`config.mk`:
```
export PLATFORM = sky130hd
export DESIGN_NAME = lcd_command_decoder
export DESIGN_NICKNAME = d
export VERILOG_FILES = /design/src/logic/lcd_cmd_pkg.sv /design/src/logic/cmd_opcode_decode.sv /design/src/logic/lcd_command_decoder.sv
export VERILOG_INCLUDE_DIRS = /design/src /design/src/logic
export SDC_FILE = /design/constraint.sdc
export NUM_CORES = 1
export LEC_CHECK = 0
export BUFFER_PORTS_ARGS = -buffer_cell sky130_fd_sc_hd__buf_4
export CORE_AREA = 3 3 93 112
export CTS_BUF_LIST = sky130_fd_sc_hd__clkbuf_8
export DETAILED_ROUTE_END_ITERATION = 10
export DIE_AREA = 0 0 96 115
export GPL_TIMING_DRIVEN = 0
export MAX_ROUTING_LAYER = met4
export PLACE_DENSITY = 0.86
export SKIP_LAST_GASP = 1
export SLEW_MARGIN = 10
export SYNTH_ARGS = -nofsm -noshare
export SYNTH_HDL_FRONTEND = slang
export SYNTH_SLANG_ARGS = --single-unit
```
`constraint.sdc`:
```
create_clock -name mclk -period 5 [get_ports mclk]
set_clock_uncertainty 0.1 [all_clocks]
set_input_delay 0 -clock mclk [delete_from_list [all_inputs] [get_ports mclk]]
set_output_delay 0 -clock mclk [all_outputs]
set_load 0.01 [all_outputs]
```
`src/logic/lcd_cmd_defs.svh`:
```
// offsets, field positions, reset values and opcode patterns of the command decoder
// Function
// - the advanced program first byte carries a parameter index 0 to 2 and the next byte is that parameter.
// - the partial display control command loads a two-bit enable field that resets to 00b, disabled.
// - the RAM address control command loads three bits into the address control field, reset 001b.
// - the LCD mapping command loads the low three bits of the LCD control field, reset 000b.
// - the first gray-shade command loads LCD control bits 6:5, reset 01b.
// - the second gray-shade command loads LCD control bits 8:7, reset 10b.
// - the partial display start command sets a 7-bit start row that resets to 0.
// - the partial display end command sets a 7-bit end row that resets to 127.
// - a byte with the select bit low is control information and with it high is display data.
// - reset is active low and returns every command field to its default while held.
`ifndef LCD_CMD_DEFS_SVH
`define LCD_CMD_DEFS_SVH

// register byte offsets
`define OFF_HOST_BYTE 8'h00
`define OFF_APC 8'h04
`define OFF_LCD_CTRL 8'h08
`define OFF_ADDR_PART 8'h0C
`define OFF_DATA_COUNT 8'h10

// host byte register layout
`define HB_SELECT_BIT 8

// axi responses
`define RESP_OKAY 2'h0
`define RESP_SLVERR 2'h2

// lcd control field positions
`define LC_MAP_LO 0
`define LC_RATE_LO 3
`define LC_GRAY1_LO 5
`define LC_GRAY2_LO 7
`define LC_PART_LO 9

// reset values
`define APC_RST 8'h00
`define LCD_RST 11'h120
`define AC_RST 3'h1
`define DST_RST 7'h00
`define DEN_RST 7'h7F

// opcode patterns and masks
`define MASK_EXACT 8'hFF
`define MASK_2LSB 8'hFC
`define MASK_3LSB 8'hF8
`define OPC_APC 8'h30
`define OPC_BIAS_PM 8'h81
`define OPC_PART_CTRL 8'h84
`define OPC_RAM_ADDR 8'h88
`define OPC_FIXED 8'h90
`define OPC_LINE_RATE 8'hA0
`define OPC_LCD_MAP 8'hC0
`define OPC_NLINE_INV 8'hC8
`define OPC_GRAY1 8'hD0
`define OPC_GRAY2 8'hD4
`define OPC_SYS_RESET 8'hE2
`define OPC_TEST 8'hE4
`define OPC_COM_END 8'hF1
`define OPC_PART_START 8'hF2
`define OPC_PART_END 8'hF3

// host-side reset timing, for reference of the bench
`define RESET_LOW_US 3
`define RESET_TO_WRITE_MS 10
`define CLK_MHZ 100
`define RESET_LOW_CYCLES (`RESET_LOW_US * `CLK_MHZ)
`define RESET_TO_WRITE_CYCLES (`RESET_TO_WRITE_MS * 1000 * `CLK_MHZ)

`endif

```
`src/logic/lcd_cmd_pkg.sv`:
```
// types shared by the command decoder files
package lcd_cmd_pkg;
    typedef enum logic [3:0] {
        op_none, op_apc, op_bias_pm, op_partial_ctrl, op_ram_addr, op_fixed_lines,
        op_line_rate, op_lcd_map, op_nline_inv, op_gray1, op_gray2, op_sys_reset,
        op_test, op_com_end, op_part_start, op_part_end
    } opcode_t;

    typedef enum logic {st_opcode, st_param} parse_state_t;

    typedef struct packed {
        logic cmd_data_select;
        logic [7:0] value;
    } host_byte_t;

    typedef struct packed {
        logic [2:0][7:0] advanced_program_params;
        logic [10:0] lcd_control_field;
        logic [2:0] ram_addr_ctrl_field;
        logic [6:0] partial_start_row;
        logic [6:0] partial_end_row;
    } ctrl_fields_t;
endpackage

```
`src/logic/cmd_opcode_decode.sv`:
```
// classifies a control byte into an opcode and tells whether a parameter follows
`timescale 1ns/1ps
`include "lcd_cmd_defs.svh"
module cmd_opcode_decode (
    input wire logic [7:0] value,
    output lcd_cmd_pkg::opcode_t op,
    output logic two_byte
);
    function automatic logic hit(input logic [7:0] v, input logic [7:0] m, input logic [7:0] p);
        hit = ((v & m) == p);
    endfunction

    // exact codes first; masked groups do not overlap them
    always_comb begin
        op = lcd_cmd_pkg::op_none;
        if (hit(value, `MASK_EXACT, `OPC_BIAS_PM)) op = lcd_cmd_pkg::op_bias_pm;
        else if (hit(value, `MASK_EXACT, `OPC_FIXED)) op = lcd_cmd_pkg::op_fixed_lines;
        else if (hit(value, `MASK_EXACT, `OPC_NLINE_INV)) op = lcd_cmd_pkg::op_nline_inv;
        else if (hit(value, `MASK_EXACT, `OPC_SYS_RESET)) op = lcd_cmd_pkg::op_sys_reset;
        else if (hit(value, `MASK_EXACT, `OPC_COM_END)) op = lcd_cmd_pkg::op_com_end;
        else if (hit(value, `MASK_EXACT, `OPC_PART_START)) op = lcd_cmd_pkg::op_part_start;
        else if (hit(value, `MASK_EXACT, `OPC_PART_END)) op = lcd_cmd_pkg::op_part_end;
        else if (hit(value, `MASK_2LSB, `OPC_APC)) op = lcd_cmd_pkg::op_apc;
        else if (hit(value, `MASK_2LSB, `OPC_PART_CTRL)) op = lcd_cmd_pkg::op_partial_ctrl;
        else if (hit(value, `MASK_3LSB, `OPC_RAM_ADDR)) op = lcd_cmd_pkg::op_ram_addr;
        else if (hit(value, `MASK_2LSB, `OPC_LINE_RATE)) op = lcd_cmd_pkg::op_line_rate;
        else if (hit(value, `MASK_3LSB, `OPC_LCD_MAP)) op = lcd_cmd_pkg::op_lcd_map;
        else if (hit(value, `MASK_2LSB, `OPC_GRAY1)) op = lcd_cmd_pkg::op_gray1;
        else if (hit(value, `MASK_2LSB, `OPC_GRAY2)) op = lcd_cmd_pkg::op_gray2;
        else if (hit(value, `MASK_2LSB, `OPC_TEST)) op = lcd_cmd_pkg::op_test;
    end

    // commands that swallow the next control byte as their parameter
    always_comb begin
        unique case (op)
            lcd_cmd_pkg::op_apc, lcd_cmd_pkg::op_bias_pm, lcd_cmd_pkg::op_fixed_lines,
            lcd_cmd_pkg::op_nline_inv, lcd_cmd_pkg::op_test, lcd_cmd_pkg::op_com_end,
            lcd_cmd_pkg::op_part_start, lcd_cmd_pkg::op_part_end: two_byte = 1'b1;
            default: two_byte = 1'b0;
        endcase
    end
endmodule

```
`src/logic/lcd_command_decoder.sv`:
```
// command decoder with its axi4-lite register slave and display control fields
`timescale 1ns/1ps
`include "lcd_cmd_defs.svh"
module lcd_command_decoder (
    input wire logic mclk,
    input wire logic rst_b,
    input wire logic [7:0] s_axi_awaddr,
    input wire logic s_axi_awvalid,
    output logic s_axi_awready,
    input wire logic [31:0] s_axi_wdata,
    input wire logic [3:0] s_axi_wstrb,
    input wire logic s_axi_wvalid,
    output logic s_axi_wready,
    output logic [1:0] s_axi_bresp,
    output logic s_axi_bvalid,
    input wire logic s_axi_bready,
    input wire logic [7:0] s_axi_araddr,
    input wire logic s_axi_arvalid,
    output logic s_axi_arready,
    output logic [31:0] s_axi_rdata,
    output logic [1:0] s_axi_rresp,
    output logic s_axi_rvalid,
    input wire logic s_axi_rready,
    output lcd_cmd_pkg::ctrl_fields_t ctrl_fields,
    output logic param_pending
);
    logic aw_held_q;
    logic [7:0] aw_addr_q;
    logic w_held_q;
    logic [31:0] w_data_q;
    logic [3:0] w_strb_q;
    logic bvalid_q;
    logic [1:0] bresp_q;
    logic rvalid_q;
    logic [31:0] rdata_q;
    logic [1:0] rresp_q;
    logic wr_go;
    logic hb_hit;
    logic hb_take;
    lcd_cmd_pkg::host_byte_t hb;
    lcd_cmd_pkg::opcode_t dec_op;
    logic dec_two;
    logic cmd_byte;
    logic op_take;
    logic param_take;
    lcd_cmd_pkg::parse_state_t st_q;
    lcd_cmd_pkg::opcode_t pend_op_q;
    logic [1:0] apc_idx_q;
    logic [2:0][7:0] apc_q;
    logic [10:0] lcd_q;
    logic [2:0] ac_q;
    logic [6:0] dst_q;
    logic [6:0] den_q;
    logic [15:0] data_count_q;
    logic sys_reset;

    function automatic logic reg_hit(input logic [7:0] a, input logic [7:0] off);
        reg_hit = (a[7:2] == off[7:2]);
    endfunction

    // write channel: address and data are taken in either order, one write in flight
    assign s_axi_awready = !aw_held_q && !bvalid_q;
    assign s_axi_wready = !w_held_q && !bvalid_q;
    assign wr_go = aw_held_q && w_held_q;
    assign hb_hit = reg_hit(aw_addr_q, `OFF_HOST_BYTE);
    assign hb_take = wr_go && hb_hit && (w_strb_q[1:0] == 2'b11);

    always_ff @(posedge mclk) begin
        if (!rst_b) begin
            aw_held_q <= 1'b0;
            aw_addr_q <= 8'h00;
        end else if (s_axi_awvalid && s_axi_awready) begin
            aw_held_q <= 1'b1;
            aw_addr_q <= s_axi_awaddr;
        end else if (wr_go) begin
            aw_held_q <= 1'b0;
        end
    end

    always_ff @(posedge mclk) begin
        if (!rst_b) begin
            w_held_q <= 1'b0;
            w_data_q <= 32'h0000_0000;
            w_strb_q <= 4'h0;
        end else if (s_axi_wvalid && s_axi_wready) begin
            w_held_q <= 1'b1;
            w_data_q <= s_axi_wdata;
            w_strb_q <= s_axi_wstrb;
        end else if (wr_go) begin
            w_held_q <= 1'b0;
        end
    end

    // only the host byte register is writable; the rest answer slave error
    always_ff @(posedge mclk) begin
        if (!rst_b) begin
            bvalid_q <= 1'b0;
            bresp_q <= `RESP_OKAY;
        end else if (wr_go) begin
            bvalid_q <= 1'b1;
            bresp_q <= hb_hit ? `RESP_OKAY : `RESP_SLVERR;
        end else if (s_axi_bready) begin
            bvalid_q <= 1'b0;
        end
    end
    assign s_axi_bvalid = bvalid_q;
    assign s_axi_bresp = bresp_q;

    // read channel: one read at a time, answer one cycle after the address
    assign s_axi_arready = !rvalid_q;
    always_ff @(posedge mclk) begin
        if (!rst_b) begin
            rvalid_q <= 1'b0;
            rdata_q <= 32'h0000_0000;
            rresp_q <= `RESP_OKAY;
        end else if (s_axi_arvalid && s_axi_arready) begin
            rvalid_q <= 1'b1;
            rresp_q <= `RESP_OKAY;
            if (reg_hit(s_axi_araddr, `OFF_HOST_BYTE)) begin
                rdata_q <= {31'h0000_0000, st_q == lcd_cmd_pkg::st_param};
            end else if (reg_hit(s_axi_araddr, `OFF_APC)) begin
                rdata_q <= {8'h00, apc_q};
            end else if (reg_hit(s_axi_araddr, `OFF_LCD_CTRL)) begin
                rdata_q <= {21'h00_0000, lcd_q};
            end else if (reg_hit(s_axi_araddr, `OFF_ADDR_PART)) begin
                rdata_q <= {9'h000, den_q, 1'b0, dst_q, 5'h00, ac_q};
            end else if (reg_hit(s_axi_araddr, `OFF_DATA_COUNT)) begin
                rdata_q <= {16'h0000, data_count_q};
            end else begin
                rdata_q <= 32'h0000_0000;
                rresp_q <= `RESP_SLVERR;
            end
        end else if (s_axi_rready) begin
            rvalid_q <= 1'b0;
        end
    end
    assign s_axi_rvalid = rvalid_q;
    assign s_axi_rdata = rdata_q;
    assign s_axi_rresp = rresp_q;

    // the select bit splits control bytes from display data
    assign hb = w_data_q[`HB_SELECT_BIT:0];
    assign cmd_byte = hb_take && !hb.cmd_data_select;
    assign op_take = cmd_byte && (st_q == lcd_cmd_pkg::st_opcode);
    assign param_take = cmd_byte && (st_q == lcd_cmd_pkg::st_param);
    assign sys_reset = op_take && (dec_op == lcd_cmd_pkg::op_sys_reset);

    cmd_opcode_decode u_decode (
        .value(hb.value),
        .op(dec_op),
        .two_byte(dec_two)
    );

    // parser: a parameter byte is never decoded as an opcode
    always_ff @(posedge mclk) begin
        if (!rst_b) begin
            st_q <= lcd_cmd_pkg::st_opcode;
            pend_op_q <= lcd_cmd_pkg::op_none;
            apc_idx_q <= 2'h0;
        end else if (op_take && dec_two) begin
            st_q <= lcd_cmd_pkg::st_param;
            pend_op_q <= dec_op;
            apc_idx_q <= hb.value[1:0];
        end else if (param_take) begin
            st_q <= lcd_cmd_pkg::st_opcode;
            pend_op_q <= lcd_cmd_pkg::op_none;
        end
    end

    // index 3 is not a parameter slot; its byte is swallowed so the stream stays aligned
    always_ff @(posedge mclk) begin
        if (!rst_b || sys_reset) begin
            apc_q <= {3{`APC_RST}};
        end else if (param_take && pend_op_q == lcd_cmd_pkg::op_apc && apc_idx_q != 2'h3) begin
            apc_q[apc_idx_q] <= hb.value;
        end
    end

    // lcd control field, one subfield per single-byte command
    always_ff @(posedge mclk) begin
        if (!rst_b || sys_reset) begin
            lcd_q <= `LCD_RST;
        end else if (op_take) begin
            unique case (dec_op)
                lcd_cmd_pkg::op_partial_ctrl: lcd_q[`LC_PART_LO +: 2] <= hb.value[1:0];
                lcd_cmd_pkg::op_line_rate: lcd_q[`LC_RATE_LO +: 2] <= hb.value[1:0];
                lcd_cmd_pkg::op_lcd_map: lcd_q[`LC_MAP_LO +: 3] <= hb.value[2:0];
                lcd_cmd_pkg::op_gray1: lcd_q[`LC_GRAY1_LO +: 2] <= hb.value[1:0];
                lcd_cmd_pkg::op_gray2: lcd_q[`LC_GRAY2_LO +: 2] <= hb.value[1:0];
                default: lcd_q <= lcd_q;
            endcase
        end
    end

    always_ff @(posedge mclk) begin
        if (!rst_b || sys_reset) begin
            ac_q <= `AC_RST;
        end else if (op_take && dec_op == lcd_cmd_pkg::op_ram_addr) begin
            ac_q <= hb.value[2:0];
        end
    end

    // partial display window rows, taken from the parameter byte
    always_ff @(posedge mclk) begin
        if (!rst_b || sys_reset) begin
            dst_q <= `DST_RST;
            den_q <= `DEN_RST;
        end else if (param_take && pend_op_q == lcd_cmd_pkg::op_part_start) begin
            dst_q <= hb.value[6:0];
        end else if (param_take && pend_op_q == lcd_cmd_pkg::op_part_end) begin
            den_q <= hb.value[6:0];
        end
    end

    // display data has no frame buffer here; it is only counted, wrapping at 16 bits
    always_ff @(posedge mclk) begin
        if (!rst_b) begin
            data_count_q <= 16'h0000;
        end else if (hb_take && hb.cmd_data_select) begin
            data_count_q <= data_count_q + 16'h0001;
        end
    end

    assign ctrl_fields = '{apc_q, lcd_q, ac_q, dst_q, den_q};
    assign param_pending = (st_q == lcd_cmd_pkg::st_param);

    a_apc_param: assert property (@(posedge mclk) disable iff (!rst_b)
        (param_take && pend_op_q == lcd_cmd_pkg::op_apc && apc_idx_q == 2'h1)
        |=> apc_q[1] == $past(hb.value) && $stable(apc_q[0]) && $stable(apc_q[2]))
        else $error("apc parameter not loaded");
    a_partial_ctrl: assert property (@(posedge mclk) disable iff (!rst_b)
        (op_take && dec_op == lcd_cmd_pkg::op_partial_ctrl)
        |=> lcd_q[10:9] == $past(hb.value[1:0]))
        else $error("partial control not loaded");
    a_ram_addr: assert property (@(posedge mclk) disable iff (!rst_b)
        (op_take && hb.value[7:3] == 5'h11) |=> ac_q == $past(hb.value[2:0]))
        else $error("ram address control not loaded");
    a_lcd_map: assert property (@(posedge mclk) disable iff (!rst_b)
        (op_take && hb.value[7:3] == 5'h18)
        |=> lcd_q[2:0] == $past(hb.value[2:0]) && lcd_q[10:3] == $past(lcd_q[10:3]))
        else $error("lcd mapping not loaded");
    a_gray_one: assert property (@(posedge mclk) disable iff (!rst_b)
        (op_take && hb.value[7:2] == 6'h34) |=> lcd_q[6:5] == $past(hb.value[1:0]))
        else $error("gray shade 1 not loaded");
    a_gray_two: assert property (@(posedge mclk) disable iff (!rst_b)
        (op_take && hb.value[7:2] == 6'h35) |=> lcd_q[8:7] == $past(hb.value[1:0]))
        else $error("gray shade 2 not loaded");
    a_start_row: assert property (@(posedge mclk) disable iff (!rst_b)
        (param_take && pend_op_q == lcd_cmd_pkg::op_part_start)
        |=> dst_q == $past(hb.value[6:0]) && $stable(den_q))
        else $error("partial start row not loaded");
    a_end_row: assert property (@(posedge mclk) disable iff (!rst_b)
        (param_take && pend_op_q == lcd_cmd_pkg::op_part_end)
        |=> den_q == $past(hb.value[6:0]) && $stable(dst_q))
        else $error("partial end row not loaded");
    a_data_select: assert property (@(posedge mclk) disable iff (!rst_b)
        (hb_take && hb.cmd_data_select)
        |=> data_count_q == $past(data_count_q) + 16'h0001 && $stable(lcd_q) && $stable(st_q))
        else $error("data byte disturbed control state");
    a_reset_defaults: assert property (@(posedge mclk) disable iff (!rst_b)
        $rose(rst_b) |-> lcd_q == 11'h120 && ac_q == 3'h1 && dst_q == 7'h00
        && den_q == 7'h7F && st_q == lcd_cmd_pkg::st_opcode)
        else $error("fields not at defaults after reset");
    a_param_follows: assert property (@(posedge mclk) disable iff (!rst_b)
        (op_take && dec_two) |=> param_pending && pend_op_q == $past(dec_op))
        else $error("double-byte command did not await parameter");
endmodule

```
==> results.py <==
metrics = {
    "finish": {
        "area_growth_pct": 32.92,
        "final_cell_mix": "buf_4, dfxtp_1, nor2_1, nand2_1, mux2i_1",
        "mostFrequentLayoutCell": "buf_4",
        "drive_above_1_share_pct": 21.70,
        "nets": 853,
        "antenna_cells": 0,
    },
    "routing": {
        "drt_pass1_iterations": 6,
        "drt-met1-wl_um": 6380,
        "antenna_left": 0,
        "met2_length_um": 8351,
        "detail_route.wl_per_cell_um": 18.62,
        "via_per_inst": 5.869,
        "wl_um": 17230,
        "vias": 5429,
        "drt_iter0_drc": 590,
        "top_layer_used": "met4",
        "wl_met3_um": 1659,
        "drc": 0,
    },
    "die": {
        "core-area_mm2": 0.009515,
        "die_w_um": 96,
        "rows": 39,
        "dieArea_mm2": 0.01104,
        "die_h_um": 115,
        "start_util_pct": 56.84,
        "io_pins": 153,
    },
    "synthesis": {
        "synth.area.top_cells": "dfxtp_1, mux2i_1, nor2_1",
        "async_flop_share_pct": 0,
        "syn_area_mm2": 0.005409,
        "synth.yosys.seq_area_share_pct": 45.15,
        "yosys.area.top_type": "dfxtp_1",
        "avgSynthCellArea_um2": 8.724,
        "synth_top_area_share_pct": 45.15,
        "netlist_instances": 620,
        "yosysWarnings": 0,
        "ys_seq_elements": 122,
        "synth.distinct_cells": 60,
        "ys.flop_type": "dfxtp_1",
        "synth_edf_count": 0,
    },
    "timing": {
        "fmax_mhz": 291.4,
        "finalWorstSetupSlack_ns": 1.568,
        "finalCritPeriodShare_pct": 68.63,
        "relSlewSlack_pct": 38.05,
        "finalCriticalPeriod_ns": 3.432,
        "finalSetupViolCount": 0,
        "slew_viol_final": 0,
        "worst_pin_slew_ns": 0.9243,
        "rsz0062_at_grt": "no",
        "tns_ns": 0,
        "hold_viol": 0,
    },
    "cts": {
        "post_cts_buffers": 0,
        "tritoncts": "built",
        "clk_pin_slew_ns": 0.08,
        "clock_latency_ns": 0.45,
        "clock_path_buffers": 2,
        "cts-root-buf": "clkbuf_8",
        "htreeDepth": 4,
        "cts_buffers": 17,
        "clock_sinks": 122,
    },
    "global_routing": {
        "antenna_found_initial": 0,
        "grt_max_degree": 17,
        "grtUsageTotal_pct": 32.82,
        "grt_pass1_vias": 5353,
        "grt_pass1_wl_um": 26610,
        "overflow": 0,
    },
    "placement": {
        "gp_congestion": 0.9449,
        "portBuffers": 113,
        "dpl.hpwl_um": 12080,
        "dp_slack_ns": 1.748,
    },
    "setup_path": {
        "crit_slowest_cell": "clkbuf_1",
        "critPathKind": "reg2reg",
        "path_buf_inv": 2,
        "cp_top_family": "buffers and inverters",
        "path_cells": "clkbuf_1 > nand3b_1 > a21oi_1 > or3_1 > ha_1 > or3b_1 > o21ai_1 > clkbuf_1 > nor2_1",
        "cp-start-kind": "flip-flop",
        "cpMostUsedCell": "clkbuf_1",
        "worst-path-max-fanout": 10,
        "endpoint_kind": "flip-flop",
        "cp_data_arrival_time_ns": 3.65,
        "required_ns": 5.22,
        "max_stage_delay_ns": 0.60,
    },
    "pwr": {
        "p_per_area_mw_per_mm2": 307.1,
        "irDropWorstVdd_mv": 0.2004,
        "leakagePower_nw": 3.055,
    },
    "hold_path": {
        "worstHoldPathType": "in2reg",
    },
    "outcome": {
        "status": "complete, no violations",
    },
    "run": {
        "drv_cap": 0,
    },
}
[routing by layer]
metal | up-vias | global-route usage (%)
met1 | 2534 | 36.00
met4 | 0 | 17.93
li1 | 2482 | -
met2 | 338 | 53.29
met3 | 75 | 8.966
met5 | - | -
[worst reg2reg max path: stages, from the launching register on]
cell      delay, ns
dfxtp_1        0.37
clkbuf_1       0.60
nand3b_1       0.15
a21oi_1        0.17
or3_1          0.25
ha_1           0.21
or3b_1         0.40
o21ai_1        0.43
clkbuf_1       0.49
nor2_1         0.13
[worst paths after layout]
kind                                      from                           end  slack (ns)  cells past startpoint
hold / removal                 s_axi_araddr[2]   s_axi_rdata[0]$_SDFFE_PN0P_        0.03                      5
hold reg to reg   s_axi_rdata[22]$_SDFFE_PN0P_  s_axi_rdata[22]$_SDFFE_PN0P_        0.38                      2
setup / recovery      w_data_q[4]$_SDFFE_PN0P_  ctrl_fields[51]$_SDFFE_PP0P_        1.57                      9
setup reg to reg      w_data_q[4]$_SDFFE_PN0P_  ctrl_fields[51]$_SDFFE_PP0P_        1.57                      9
[where the power goes]
group,leakage [nW],switching (mW),total [mW],internal [mW]
combinational,1.84,0.105,0.179,0.0740
clock,0.228,0.418,1.03,0.610
sequential,0.987,0.0162,1.00,0.985
[Yosys cell counts, drive strengths merged, types with 8 or more instances]
| cell type | instances |
|---|---|
| dfxtp | 122 |
| nor2 | 93 |
| nand2 | 77 |
| mux2i | 62 |
| a21oi | 42 |
| clkbuf | 31 |
| nand3 | 26 |
| buf | 16 |
| a31oi | 11 |
| a222oi | 10 |
| inv | 10 |
| nor2b | 10 |
| o21ai | 10 |
| nand2b | 9 |
| and3 | 8 |
[metrics by stage]
step                      hold slack (ns)  power, mW  cell area (um2)  instances  utilization, %
final                             0.02570      2.208             7189        925           75.56
after global routing              0.03444      2.275             7189        925           75.56
after CTS                        0.005801      2.203             7189        925           75.56
after detailed placement          0.09641      1.177             6445        865           67.73
after global placement            0.08682      1.173             6445        865           67.73
after floorplan                0.00005711      1.114             5443        629               -
[what timing repair did]
action | in CTS | in global routing
hold buffers | 28 | 0
hold endpoints to repair | 35 | 0
setup endpoints to repair | 0 | 0
gates resized for setup | 0 | 0
[state kept, by name, summed over array words and instances (netlist names)]
signal         cells
dst_q              7
lcd_q             11
pend_op_q          4
den_q              7
apc_idx_q          2
aw_held_q          1
w_data_q           9
w_strb_q           2
s_axi_rresp        1
data_count_q      16
param_pending      1
aw_addr_q          6
ac_q               3
s_axi_bresp        1
s_axi_rdata       24
ctrl_fields       24
w_held_q           1
s_axi_bvalid       1
s_axi_rvalid       1
[final cells by class]
| type | instances | area (um2) |
|---|---|---|
| multi-input combinational | 450 | 2730 |
| clock buffer | 18 | 247.7 |
| timing repair buffer | 141 | 1129 |
| buffer | 47 | 232.7 |
| fill | 683 | 2326 |
| clock inverter | 14 | 216.5 |
| sequential | 122 | 2442 |
| inverter | 10 | 37.54 |
| tap | 123 | 153.9 |
[cell families after synthesis]
family / synth area share [%]
compound gates: 11.61
xor+xnor: 1.943
fa+ha+maj: 1.157
buf+inv: 4.996
flops: 45.15
mux: 11.68
other cells: 0.06933
simple gates: 23.39
Note: power is estimated with default switching activity, not from simulation.
